## config.mk

```make
export PLATFORM = sky130hd
export DESIGN_NAME = rnv_config_ram
export DESIGN_NICKNAME = d
export VERILOG_FILES = /design/src/rtl/rnv_pkg.sv /design/src/rtl/rnv_scan_timer.sv /design/src/rtl/rnv_config_ram.sv
export SDC_FILE = /design/constraint.sdc
export NUM_CORES = 1
export LEC_CHECK = 0
export BUFFER_PORTS_ARGS = -buffer_cell sky130_fd_sc_hd__buf_2
export CORE_ASPECT_RATIO = 1.4
export CORE_MARGIN = 4
export CORE_UTILIZATION = 50
export DETAILED_ROUTE_END_ITERATION = 16
export PLACE_DENSITY = 0.73
export SLEW_MARGIN = 40
export SYNTH_ARGS = -nofsm -noshare
export SYNTH_HDL_FRONTEND = slang
export SYNTH_HIERARCHICAL = 1
export SYNTH_SLANG_ARGS = --single-unit
```

## constraint.sdc

```tcl
create_clock -name core_clk_in -period 3.3 [get_ports core_clk_in]
set_clock_uncertainty 0.1 [all_clocks]
set_input_delay 0.66 -clock core_clk_in [delete_from_list [all_inputs] [get_ports core_clk_in]]
set_output_delay 0.66 -clock core_clk_in [all_outputs]
set_load 0.01 [all_outputs]
```

## src/rtl/rnv_pkg.sv

```systemverilog
// rnv_pkg: register map, field layout, reset values and timing for the bank
package rnv_pkg;
  localparam logic [7:0] ADDR_TEMP = 8'h20;
  localparam logic [7:0] ADDR_NV_CONFIG = 8'h30;
  localparam logic [7:0] ADDR_CRYSTAL_OFFSET = 8'h31;
  localparam logic [7:0] ADDR_CRYSTAL_QUAD_COEF = 8'h32;
  localparam logic [7:0] ADDR_CRYSTAL_TURNOVER_TEMP = 8'h33;
  localparam logic [7:0] ADDR_USER_RAM_FIRST = 8'h38;
  localparam logic [7:0] ADDR_USER_RAM_LAST = 8'h3F;
  localparam int USER_RAM_DEPTH = 8;
  localparam int USER_RAM_AW = 3;

  localparam int TRICKLE_LSB = 4;
  localparam int TRICKLE_W = 4;
  localparam int CLOCK_OUTPUT_PIN_SEL_LSB = 2;
  localparam int CLOCK_OUTPUT_PIN_SEL_W = 2;
  localparam int THERM_EN_BIT = 1;
  localparam int SCAN_SEL_BIT = 0;
  localparam int OFFSET_SIGN_BIT = 7;
  localparam int OFFSET_MAG_W = 7;
  localparam int TURNOVER_W = 6;

  localparam logic [7:0] NV_CONFIG_RST = 8'h00;
  localparam logic [7:0] CRYSTAL_OFFSET_RST = 8'h00;
  localparam logic [7:0] CRYSTAL_QUAD_COEF_RST = 8'h00;
  localparam logic [5:0] CRYSTAL_TURNOVER_RST = 6'h00;
  localparam logic [7:0] TEMP_RST = 8'h00;
  localparam logic [7:0] READ_UNMAPPED = 8'h00;

  localparam int unsigned CLK_HZ = 125_000_000;
  localparam int unsigned SCAN_SHORT_S = 1;
  localparam int unsigned SCAN_LONG_S = 16;
  localparam int unsigned SCAN_SHORT_CYC = SCAN_SHORT_S * CLK_HZ;
  localparam int unsigned SCAN_LONG_CYC = SCAN_LONG_S * CLK_HZ;

  localparam logic [3:0] BITS_PER_BYTE = 4'h8;
  localparam logic [6:0] BUS_ADDR_DEFAULT = 7'h56;

  typedef struct packed {
    logic valid;
    logic [7:0] addr;
    logic [7:0] data;
  } rnv_wr_type;

  typedef struct packed {
    logic signed [7:0] offset;
    logic [7:0] quad_coef;
    logic [5:0] turnover;
  } rnv_comp_type;
endpackage : rnv_pkg

```

## src/rtl/rnv_scan_timer.sv

```systemverilog
// rnv_scan_timer: periodic tick for the temperature scan
`timescale 1ns/1ps
module rnv_scan_timer #(
  parameter int unsigned SHORT_CYC = rnv_pkg::SCAN_SHORT_CYC,
  parameter int unsigned LONG_CYC = rnv_pkg::SCAN_LONG_CYC
) (
  input wire logic core_clk_in,
  input wire logic nrst_in,
  input wire logic run_in,
  input wire logic long_sel_in,
  output logic tick_out
);
  logic [31:0] cnt_q;
  logic [31:0] limit;

  assign limit = long_sel_in ? LONG_CYC - 32'h1 : SHORT_CYC - 32'h1;

  // restart on stop so the first scan comes one full period after enable
  always_ff @(posedge core_clk_in or negedge nrst_in) begin
    if (!nrst_in) begin
      cnt_q <= 32'h0;
    end else if (!run_in || cnt_q >= limit) begin
      cnt_q <= 32'h0;
    end else begin
      cnt_q <= cnt_q + 32'h1;
    end
  end

  always_ff @(posedge core_clk_in or negedge nrst_in) begin
    if (!nrst_in) begin
      tick_out <= 1'b0;
    end else begin
      tick_out <= run_in && cnt_q >= limit;
    end
  end
endmodule : rnv_scan_timer

```

## src/rtl/rnv_config_ram.sv

```systemverilog
// rnv_config_ram: configuration, crystal trim and user RAM behind the bus
`timescale 1ns/1ps
module rnv_config_ram #(
  parameter logic [6:0] BUS_ADDR = rnv_pkg::BUS_ADDR_DEFAULT,
  parameter int unsigned SCAN_SHORT_CYC = rnv_pkg::SCAN_SHORT_CYC,
  parameter int unsigned SCAN_LONG_CYC = rnv_pkg::SCAN_LONG_CYC
) (
  input wire logic core_clk_in,
  input wire logic nrst_in,
  input wire logic scl_in,
  input wire logic sda_in,
  output logic sda_out,
  output logic sda_oe_n_out,
  input wire logic backup_mode_in,
  input wire logic low_supply_level_one_in,
  input wire logic low_supply_level_two_in,
  input wire logic low_one_int_en_in,
  input wire logic low_two_int_en_in,
  input wire logic low_one_clr_in,
  input wire logic low_two_clr_in,
  input wire logic [7:0] temp_result_in,
  input wire logic temp_result_valid_in,
  output logic temp_meas_req_out,
  output logic [7:0] temp_value_out,
  output logic trickle_res_largest_en_out,
  output logic trickle_res_large_en_out,
  output logic trickle_res_medium_en_out,
  output logic trickle_res_small_en_out,
  output logic clock_output_en_out,
  output logic clock_output_pin_freq_sel_hi_out,
  output logic clock_output_pin_freq_sel_lo_out,
  output logic low_one_flag_out,
  output logic low_two_flag_out,
  output logic int_out,
  output rnv_pkg::rnv_comp_type comp_out
);
  typedef enum logic [6:0] {
    ST_IDLE = 7'b0000001,
    ST_ADDR = 7'b0000010,
    ST_ADDR_ACK = 7'b0000100,
    ST_WR_BYTE = 7'b0001000,
    ST_WR_ACK = 7'b0010000,
    ST_RD_BYTE = 7'b0100000,
    ST_RD_ACK = 7'b1000000
  } rnv_state_type;

  rnv_state_type state_q;
  logic scl_q;
  logic sda_q;
  logic [3:0] bit_cnt_q;
  logic [7:0] shift_q;
  logic [7:0] tx_q;
  logic read_dir_q;
  logic ptr_loaded_q;
  logic master_ack_q;
  logic drive_low_q;
  logic [7:0] ptr_q;
  rnv_pkg::rnv_wr_type wr_q;

  logic [7:0] nv_config_q;
  logic [7:0] crystal_offset_q;
  logic [7:0] crystal_quad_coef_q;
  logic [5:0] crystal_turnover_q;
  logic [7:0] temp_q;
  logic [7:0] user_ram_q [rnv_pkg::USER_RAM_DEPTH];
  logic low_one_q;
  logic low_two_q;

  logic start_cond;
  logic stop_cond;
  logic scl_rise;
  logic scl_fall;
  logic [7:0] rd_data;
  logic therm_en;
  logic therm_run;
  logic scan_tick;
  logic [7:0] shift_next;

  function automatic logic is_user_ram(input logic [7:0] a);
    return a >= rnv_pkg::ADDR_USER_RAM_FIRST &&
           a <= rnv_pkg::ADDR_USER_RAM_LAST;
  endfunction : is_user_ram

  function automatic logic [rnv_pkg::USER_RAM_AW-1:0] ram_idx(
    input logic [7:0] a);
    logic [7:0] d;
    d = a - rnv_pkg::ADDR_USER_RAM_FIRST;
    return d[rnv_pkg::USER_RAM_AW-1:0];
  endfunction : ram_idx

  assign start_cond = scl_in && scl_q && sda_q && !sda_in;
  assign stop_cond = scl_in && scl_q && !sda_q && sda_in;
  assign scl_rise = scl_in && !scl_q;
  assign scl_fall = !scl_in && scl_q;
  assign shift_next = {shift_q[6:0], sda_in};

  // read mux; unmapped addresses answer zero
  always_comb begin
    rd_data = rnv_pkg::READ_UNMAPPED;
    if (is_user_ram(ptr_q)) begin
      rd_data = user_ram_q[ram_idx(ptr_q)];
    end else begin
      case (ptr_q)
        rnv_pkg::ADDR_TEMP: rd_data = temp_q;
        rnv_pkg::ADDR_NV_CONFIG: rd_data = nv_config_q;
        rnv_pkg::ADDR_CRYSTAL_OFFSET: rd_data = crystal_offset_q;
        rnv_pkg::ADDR_CRYSTAL_QUAD_COEF: rd_data = crystal_quad_coef_q;
        rnv_pkg::ADDR_CRYSTAL_TURNOVER_TEMP:
          rd_data = {2'b00, crystal_turnover_q};
        default: rd_data = rnv_pkg::READ_UNMAPPED;
      endcase
    end
  end

  always_ff @(posedge core_clk_in or negedge nrst_in) begin
    if (!nrst_in) begin
      scl_q <= 1'b1;
      sda_q <= 1'b1;
    end else begin
      scl_q <= scl_in;
      sda_q <= sda_in;
    end
  end

  // serial slave; held idle and released while on backup supply
  always_ff @(posedge core_clk_in or negedge nrst_in) begin
    if (!nrst_in) begin
      state_q <= ST_IDLE;
      bit_cnt_q <= 4'h0;
      shift_q <= 8'h00;
      tx_q <= 8'h00;
      read_dir_q <= 1'b0;
      ptr_loaded_q <= 1'b0;
      master_ack_q <= 1'b0;
      drive_low_q <= 1'b0;
      ptr_q <= 8'h00;
      wr_q <= '0;
    end else begin
      wr_q.valid <= 1'b0;
      if (backup_mode_in) begin
        state_q <= ST_IDLE;
        drive_low_q <= 1'b0;
      end else if (start_cond) begin
        state_q <= ST_ADDR;
        bit_cnt_q <= 4'h0;
        drive_low_q <= 1'b0;
      end else if (stop_cond) begin
        state_q <= ST_IDLE;
        drive_low_q <= 1'b0;
      end else begin
        case (state_q)
          ST_IDLE: begin
            drive_low_q <= 1'b0;
          end
          ST_ADDR: begin
            if (scl_rise) begin
              shift_q <= shift_next;
              bit_cnt_q <= bit_cnt_q + 4'h1;
            end else if (scl_fall && bit_cnt_q == rnv_pkg::BITS_PER_BYTE) begin
              if (shift_q[7:1] == BUS_ADDR) begin
                read_dir_q <= shift_q[0];
                drive_low_q <= 1'b1;
                state_q <= ST_ADDR_ACK;
              end else begin
                state_q <= ST_IDLE;
              end
            end
          end
          ST_ADDR_ACK: begin
            if (scl_fall) begin
              bit_cnt_q <= 4'h0;
              ptr_loaded_q <= 1'b0;
              if (read_dir_q) begin
                tx_q <= rd_data;
                drive_low_q <= !rd_data[7];
                ptr_q <= ptr_q + 8'h01;
                state_q <= ST_RD_BYTE;
              end else begin
                drive_low_q <= 1'b0;
                state_q <= ST_WR_BYTE;
              end
            end
          end
          ST_WR_BYTE: begin
            if (scl_rise) begin
              shift_q <= shift_next;
              bit_cnt_q <= bit_cnt_q + 4'h1;
            end else if (scl_fall && bit_cnt_q == rnv_pkg::BITS_PER_BYTE) begin
              drive_low_q <= 1'b1;
              state_q <= ST_WR_ACK;
              if (!ptr_loaded_q) begin
                ptr_q <= shift_q;
                ptr_loaded_q <= 1'b1;
              end else begin
                wr_q.valid <= 1'b1;
                wr_q.addr <= ptr_q;
                wr_q.data <= shift_q;
                ptr_q <= ptr_q + 8'h01;
              end
            end
          end
          ST_WR_ACK: begin
            if (scl_fall) begin
              drive_low_q <= 1'b0;
              bit_cnt_q <= 4'h0;
              state_q <= ST_WR_BYTE;
            end
          end
          ST_RD_BYTE: begin
            if (scl_rise) begin
              bit_cnt_q <= bit_cnt_q + 4'h1;
            end else if (scl_fall) begin
              if (bit_cnt_q == rnv_pkg::BITS_PER_BYTE) begin
                drive_low_q <= 1'b0;
                state_q <= ST_RD_ACK;
              end else begin
                tx_q <= {tx_q[6:0], 1'b0};
                drive_low_q <= !tx_q[6];
              end
            end
          end
          ST_RD_ACK: begin
            if (scl_rise) begin
              master_ack_q <= !sda_in;
            end else if (scl_fall) begin
              bit_cnt_q <= 4'h0;
              if (master_ack_q) begin
                tx_q <= rd_data;
                drive_low_q <= !rd_data[7];
                ptr_q <= ptr_q + 8'h01;
                state_q <= ST_RD_BYTE;
              end else begin
                state_q <= ST_IDLE;
              end
            end
          end
          default: begin
            state_q <= ST_IDLE;
            drive_low_q <= 1'b0;
          end
        endcase
      end
    end
  end

  assign sda_out = 1'b0;
  assign sda_oe_n_out = !drive_low_q;

  // factory trim stays writable; protecting it is software's job
  always_ff @(posedge core_clk_in or negedge nrst_in) begin
    if (!nrst_in) begin
      nv_config_q <= rnv_pkg::NV_CONFIG_RST;
      crystal_offset_q <= rnv_pkg::CRYSTAL_OFFSET_RST;
      crystal_quad_coef_q <= rnv_pkg::CRYSTAL_QUAD_COEF_RST;
      crystal_turnover_q <= rnv_pkg::CRYSTAL_TURNOVER_RST;
    end else if (wr_q.valid) begin
      case (wr_q.addr)
        rnv_pkg::ADDR_NV_CONFIG: nv_config_q <= wr_q.data;
        rnv_pkg::ADDR_CRYSTAL_OFFSET: crystal_offset_q <= wr_q.data;
        rnv_pkg::ADDR_CRYSTAL_QUAD_COEF:
          crystal_quad_coef_q <= wr_q.data;
        rnv_pkg::ADDR_CRYSTAL_TURNOVER_TEMP:
          crystal_turnover_q <= wr_q.data[rnv_pkg::TURNOVER_W-1:0];
        default: begin
        end
      endcase
    end
  end

  always_ff @(posedge core_clk_in) begin
    if (wr_q.valid && is_user_ram(wr_q.addr)) begin
      user_ram_q[ram_idx(wr_q.addr)] <= wr_q.data;
    end
  end

  // low-supply flags: detection beats a clear in the same cycle
  always_ff @(posedge core_clk_in or negedge nrst_in) begin
    if (!nrst_in) begin
      low_one_q <= 1'b0;
      low_two_q <= 1'b0;
    end else begin
      low_one_q <= low_supply_level_one_in || (low_one_q && !low_one_clr_in);
      low_two_q <= low_supply_level_two_in || (low_two_q && !low_two_clr_in);
    end
  end

  always_ff @(posedge core_clk_in or negedge nrst_in) begin
    if (!nrst_in) begin
      int_out <= 1'b0;
    end else begin
      int_out <= (low_one_q && low_one_int_en_in) ||
                 (low_two_q && low_two_int_en_in);
    end
  end

  assign low_one_flag_out = low_one_q;
  assign low_two_flag_out = low_two_q;

  // thermometer stays frozen until the low flags are cleared
  assign therm_en = nv_config_q[rnv_pkg::THERM_EN_BIT];
  assign therm_run = therm_en && !low_one_q && !low_two_q;

  rnv_scan_timer #(
    .SHORT_CYC(SCAN_SHORT_CYC),
    .LONG_CYC(SCAN_LONG_CYC)
  ) u_scan (
    .core_clk_in(core_clk_in),
    .nrst_in(nrst_in),
    .run_in(therm_run),
    .long_sel_in(nv_config_q[rnv_pkg::SCAN_SEL_BIT]),
    .tick_out(scan_tick)
  );

  assign temp_meas_req_out = scan_tick;

  always_ff @(posedge core_clk_in or negedge nrst_in) begin
    if (!nrst_in) begin
      temp_q <= rnv_pkg::TEMP_RST;
    end else if (!therm_en) begin
      if (wr_q.valid && wr_q.addr == rnv_pkg::ADDR_TEMP) begin
        temp_q <= wr_q.data;
      end
    end else if (therm_run && temp_result_valid_in) begin
      temp_q <= temp_result_in;
    end
  end

  assign temp_value_out = temp_q;

  always_ff @(posedge core_clk_in or negedge nrst_in) begin
    if (!nrst_in) begin
      trickle_res_largest_en_out <= 1'b0;
      trickle_res_large_en_out <= 1'b0;
      trickle_res_medium_en_out <= 1'b0;
      trickle_res_small_en_out <= 1'b0;
      clock_output_en_out <= 1'b0;
      clock_output_pin_freq_sel_hi_out <= 1'b0;
      clock_output_pin_freq_sel_lo_out <= 1'b0;
    end else begin
      // charging a battery from itself is pointless, so backup cuts it
      trickle_res_largest_en_out <= !backup_mode_in &&
        nv_config_q[rnv_pkg::TRICKLE_LSB+3];
      trickle_res_large_en_out <= !backup_mode_in &&
        nv_config_q[rnv_pkg::TRICKLE_LSB+2];
      trickle_res_medium_en_out <= !backup_mode_in &&
        nv_config_q[rnv_pkg::TRICKLE_LSB+1];
      trickle_res_small_en_out <= !backup_mode_in &&
        nv_config_q[rnv_pkg::TRICKLE_LSB];
      clock_output_en_out <= !backup_mode_in;
      clock_output_pin_freq_sel_hi_out <= nv_config_q[rnv_pkg::CLOCK_OUTPUT_PIN_SEL_LSB+1];
      clock_output_pin_freq_sel_lo_out <= nv_config_q[rnv_pkg::CLOCK_OUTPUT_PIN_SEL_LSB];
    end
  end

  // signed correction: negative means the crystal runs slow
  always_ff @(posedge core_clk_in or negedge nrst_in) begin
    if (!nrst_in) begin
      comp_out <= '0;
    end else begin
      comp_out.offset <= crystal_offset_q[rnv_pkg::OFFSET_SIGN_BIT] ?
        {1'b0, crystal_offset_q[rnv_pkg::OFFSET_MAG_W-1:0]} :
        8'(-{1'b0, crystal_offset_q[rnv_pkg::OFFSET_MAG_W-1:0]});
      comp_out.quad_coef <= crystal_quad_coef_q;
      comp_out.turnover <= crystal_turnover_q;
    end
  end
endmodule : rnv_config_ram

```

==> flow_summary.ini <==
[route]
remaining_drc_errors = 0
viasPerCell = 6.032
firstDrtPassIters = 5
ant_nets = 0
drt_iter0_drc = 624
wirelength_um = 24680
vias = 7172
wl_per_cell_um = 20.75

[clock_tree]
clock-sinks = 224
clock_path_buffers = 3
hold_buffers = 0
cts.clk_slew.worst_paths_ns = 0.06
cts_buffers = 23
cts_setup_buffers = 0
insertion_delay_ns = 0.51
htreeDepth = 1
cts_tree = yes
postCtsResizedCells = 0
root_buffer = clkbuf_16

[setup_path]
arrival_ns = 3.16
start_kind = flop
reg2regPathDepth = 8
worstPathMaxFanout = 10
cp_data_required_time_ns = 3.64
cp_slowest_cell = dfrtp_1
r2r_start = nv_config_q[0]$_DFFE_PN0P_
crit_path_end_kind = flop
worst_path_largest_cell_delay_ns = 0.47
reg2reg_slack_ns = 0.48
r2r-end = u_scan/cnt_q[15]$_DFF_PN0_
cp_num_buf_inv = 2
crit_family = compound AO/OA/AOI/OAI gates
worstSetupPathType = flop to flop
cp_cell_sequence = inv_1 > ha_1 > and4_1 > a221o_1 > a2111oi_4 > o211ai_4 > buf_4 > nor2_2

[global_route]
overflow = 0
use_met1_pct = 26.45
grt.busiest_layer = met2
grt_use_total_pct = 20.86
met2_usage_pct = 35.69
grt_pass1_wl_um = 39960
antenna_found_initial = 0
grt_pass1_vias = 7324
grt_use_met3_pct = 3.240
grt_max_degree = 60

[die]
start_util_pct = 51.27
fp.dieW_um = 131.2
die_h_um = 180.4
row_count = 62
fp.dieArea_um2 = 23670
fp.coreArea_um2 = 20710
ioPinCount = 63

[min_path]
holdCritPathClass = primary input to async pin

[yosys]
syn-cell-area_um2 = 10620
yosysWarningCount = 6
synth.top_cell.area_share_pct = 36.99
yosys-top-cells-count = 157 x dfrtp_1, 64 x edfxtp_1, 63 x mux2_2, 44 x nor2_1, 43 x o21ai_0
synth.most_common_cell = dfrtp_1
avgSynthCellArea_um2 = 12.36
yosys_register_bits = 224
synth_edf_count = 64
syn_nets = 899
yosysTopAreaCell = dfrtp_1
postSynthCellCount = 859
yosysSeqAreaShare_pct = 55.83
async_flop_share_pct = 71.43
ys_types = 72
synth.area.top_cells = dfrtp_1 37%, edfxtp_1 18%, mux2_2 6.7%
ys_dominant_reg_cell = dfrtp_1

[sta]
tns_ns = 0
layout_setup_ws_ns = 0.4756
relSlewSlack_pct = 46.07
setup_viol = 0
fmax_mhz = 354.1
fin_crit_ns = 2.824
rsz0062_at_grt = false
period_share_pct = 85.59
tightestPinTransition_ns = 0.8060
slew_violations = 0
hold_viol = 0

[place]
dp_slack_ns = 0.4982
gp_congestion = 0.8744
hpwl_um = 17160
dp_cells = 1148
io_buffers = 61

[cells_and_area]
final_nets = 957
fin_cells = 1189
area_growth_pct = 11.92
layout-drive-gt1-share_pct = 25.83
n_antenna_cell = 0

[pwr]
peakVddDrop_v = 0.0004873
p_int_uw = 4244
clockPowerShare_pct = 44.9
p_per_area_nw_per_um2 = 453.8
p_switching_uw = 1150
swShare_pct = 21.32
pwr-share-seq_pct = 53.1
p_comb_share_pct = 2.0
p_leak_uw = 0.004706

[status]
outcome = finished clean

[run]
cap_violations = 0
## worst register-to-register path: stages, from the launching register on
cell and delay, ns:
dfrtp_1 0.47, inv_1 0.22, ha_1 0.35, and4_1 0.20, a221o_1 0.35, a2111oi_4 0.44
o211ai_4 0.23, buf_4 0.25, nor2_2 0.13
## per-stage QoR
step	area, um^2	power (uW)	util (%)	hold WS [ns]
after floorplan	10620	2955	-	0.2644
after global placement	11190	3025	54.02	0.2801
after detailed placement	11190	3027	54.02	0.2905
after CTS	11880	5441	57.36	0.02348
after global routing	11890	5579	57.39	0.04085
final	11890	5394	57.39	0.007314
## cells in the final DEF (no fill, tap or decap), types with 16 or more instances in the layout
master     netlist  layout
ha_1            20      20
xnor2_1         22      22
buf_2           15      60
edfxtp_1        64      64
nand2_1         36      36
nor2_1          44      42
clkbuf_16        0      23
mux2i_1         22      22
mux4_2          16      16
inv_1           23      23
nor2b_1         17      17
nand3_1         31      31
a21oi_1         22      22
mux2_2          63      63
xor2_1          17      17
buf_4            1      18
dfrtp_1        157     157
nor2_2          29      31
o21ai_0         43      43
nor3_1          25      25
## worst max-delay path by stage
stage | cells past startpoint | start | slack (ns) | to
floorplan | 9 | ptr_q[1]$_DFFE_PN0P_ | 0.77 | tx_q[3]$_DFFE_PN0P_
global placement | 8 | nv_config_q[0]$_DFFE_PN0P_ | 0.58 | u_scan/cnt_q[8]$_DFF_PN0_
detailed placement | 8 | nv_config_q[0]$_DFFE_PN0P_ | 0.50 | u_scan/cnt_q[15]$_DFF_PN0_
CTS | 8 | nv_config_q[0]$_DFFE_PN0P_ | 0.46 | u_scan/cnt_q[15]$_DFF_PN0_
global route | 8 | nv_config_q[0]$_DFFE_PN0P_ | 0.35 | u_scan/cnt_q[15]$_DFF_PN0_
finish | 8 | nv_config_q[0]$_DFFE_PN0P_ | 0.48 | u_scan/cnt_q[15]$_DFF_PN0_
## logic make-up after synthesis
logic type | synth area share, %
flops | 55.83
mux | 12.15
simple gates | 14.01
other cells | 0.03531
fa+ha+maj | 2.356
xor+xnor | 3.216
buf+inv | 3.322
compound gates | 9.084
## flip-flops by register name, indices dropped and copies added (netlist names), 7 cells and up
name,count
crystal_offset_q,8
temp_value_out,8
ptr_q,8
nv_config_q,8
user_ram_q,64
tx_q,7
crystal_quad_coef_q,8
comp_out,22
u_scan/cnt_q,32
state_q,7
wr_q,17
shift_q,8
## power groups by stage
stage | Combinational [uW] | Clock (uW) | Sequential, uW
4_1_cts | 110 | 2470 | 2860
6_report | 107 | 2420 | 2860
3_3_place_gp | 108 | 0 | 2920
5_1_grt | 123 | 2590 | 2860
3_5_place_dp | 110 | 0 | 2920
2_1_floorplan | 40.8 | 0 | 2910
## layout make-up
class | instances | area, um^2
flip-flops and latches | 224 | 5929
fillers | 1651 | 8826
repair buffers | 82 | 506.7
clock buffers | 26 | 586.8
well taps | 256 | 320.3
multi-input cells | 563 | 4352
clock inverters | 15 | 105.1
inverters | 23 | 86.33
## layer usage
metal,wire (um),vias up
met5,0,-
met3,1186,79
li1,-,3278
met1,9889,3574
met2,12540,241
met4,1063,0
(Power assumes the default switching activity.)
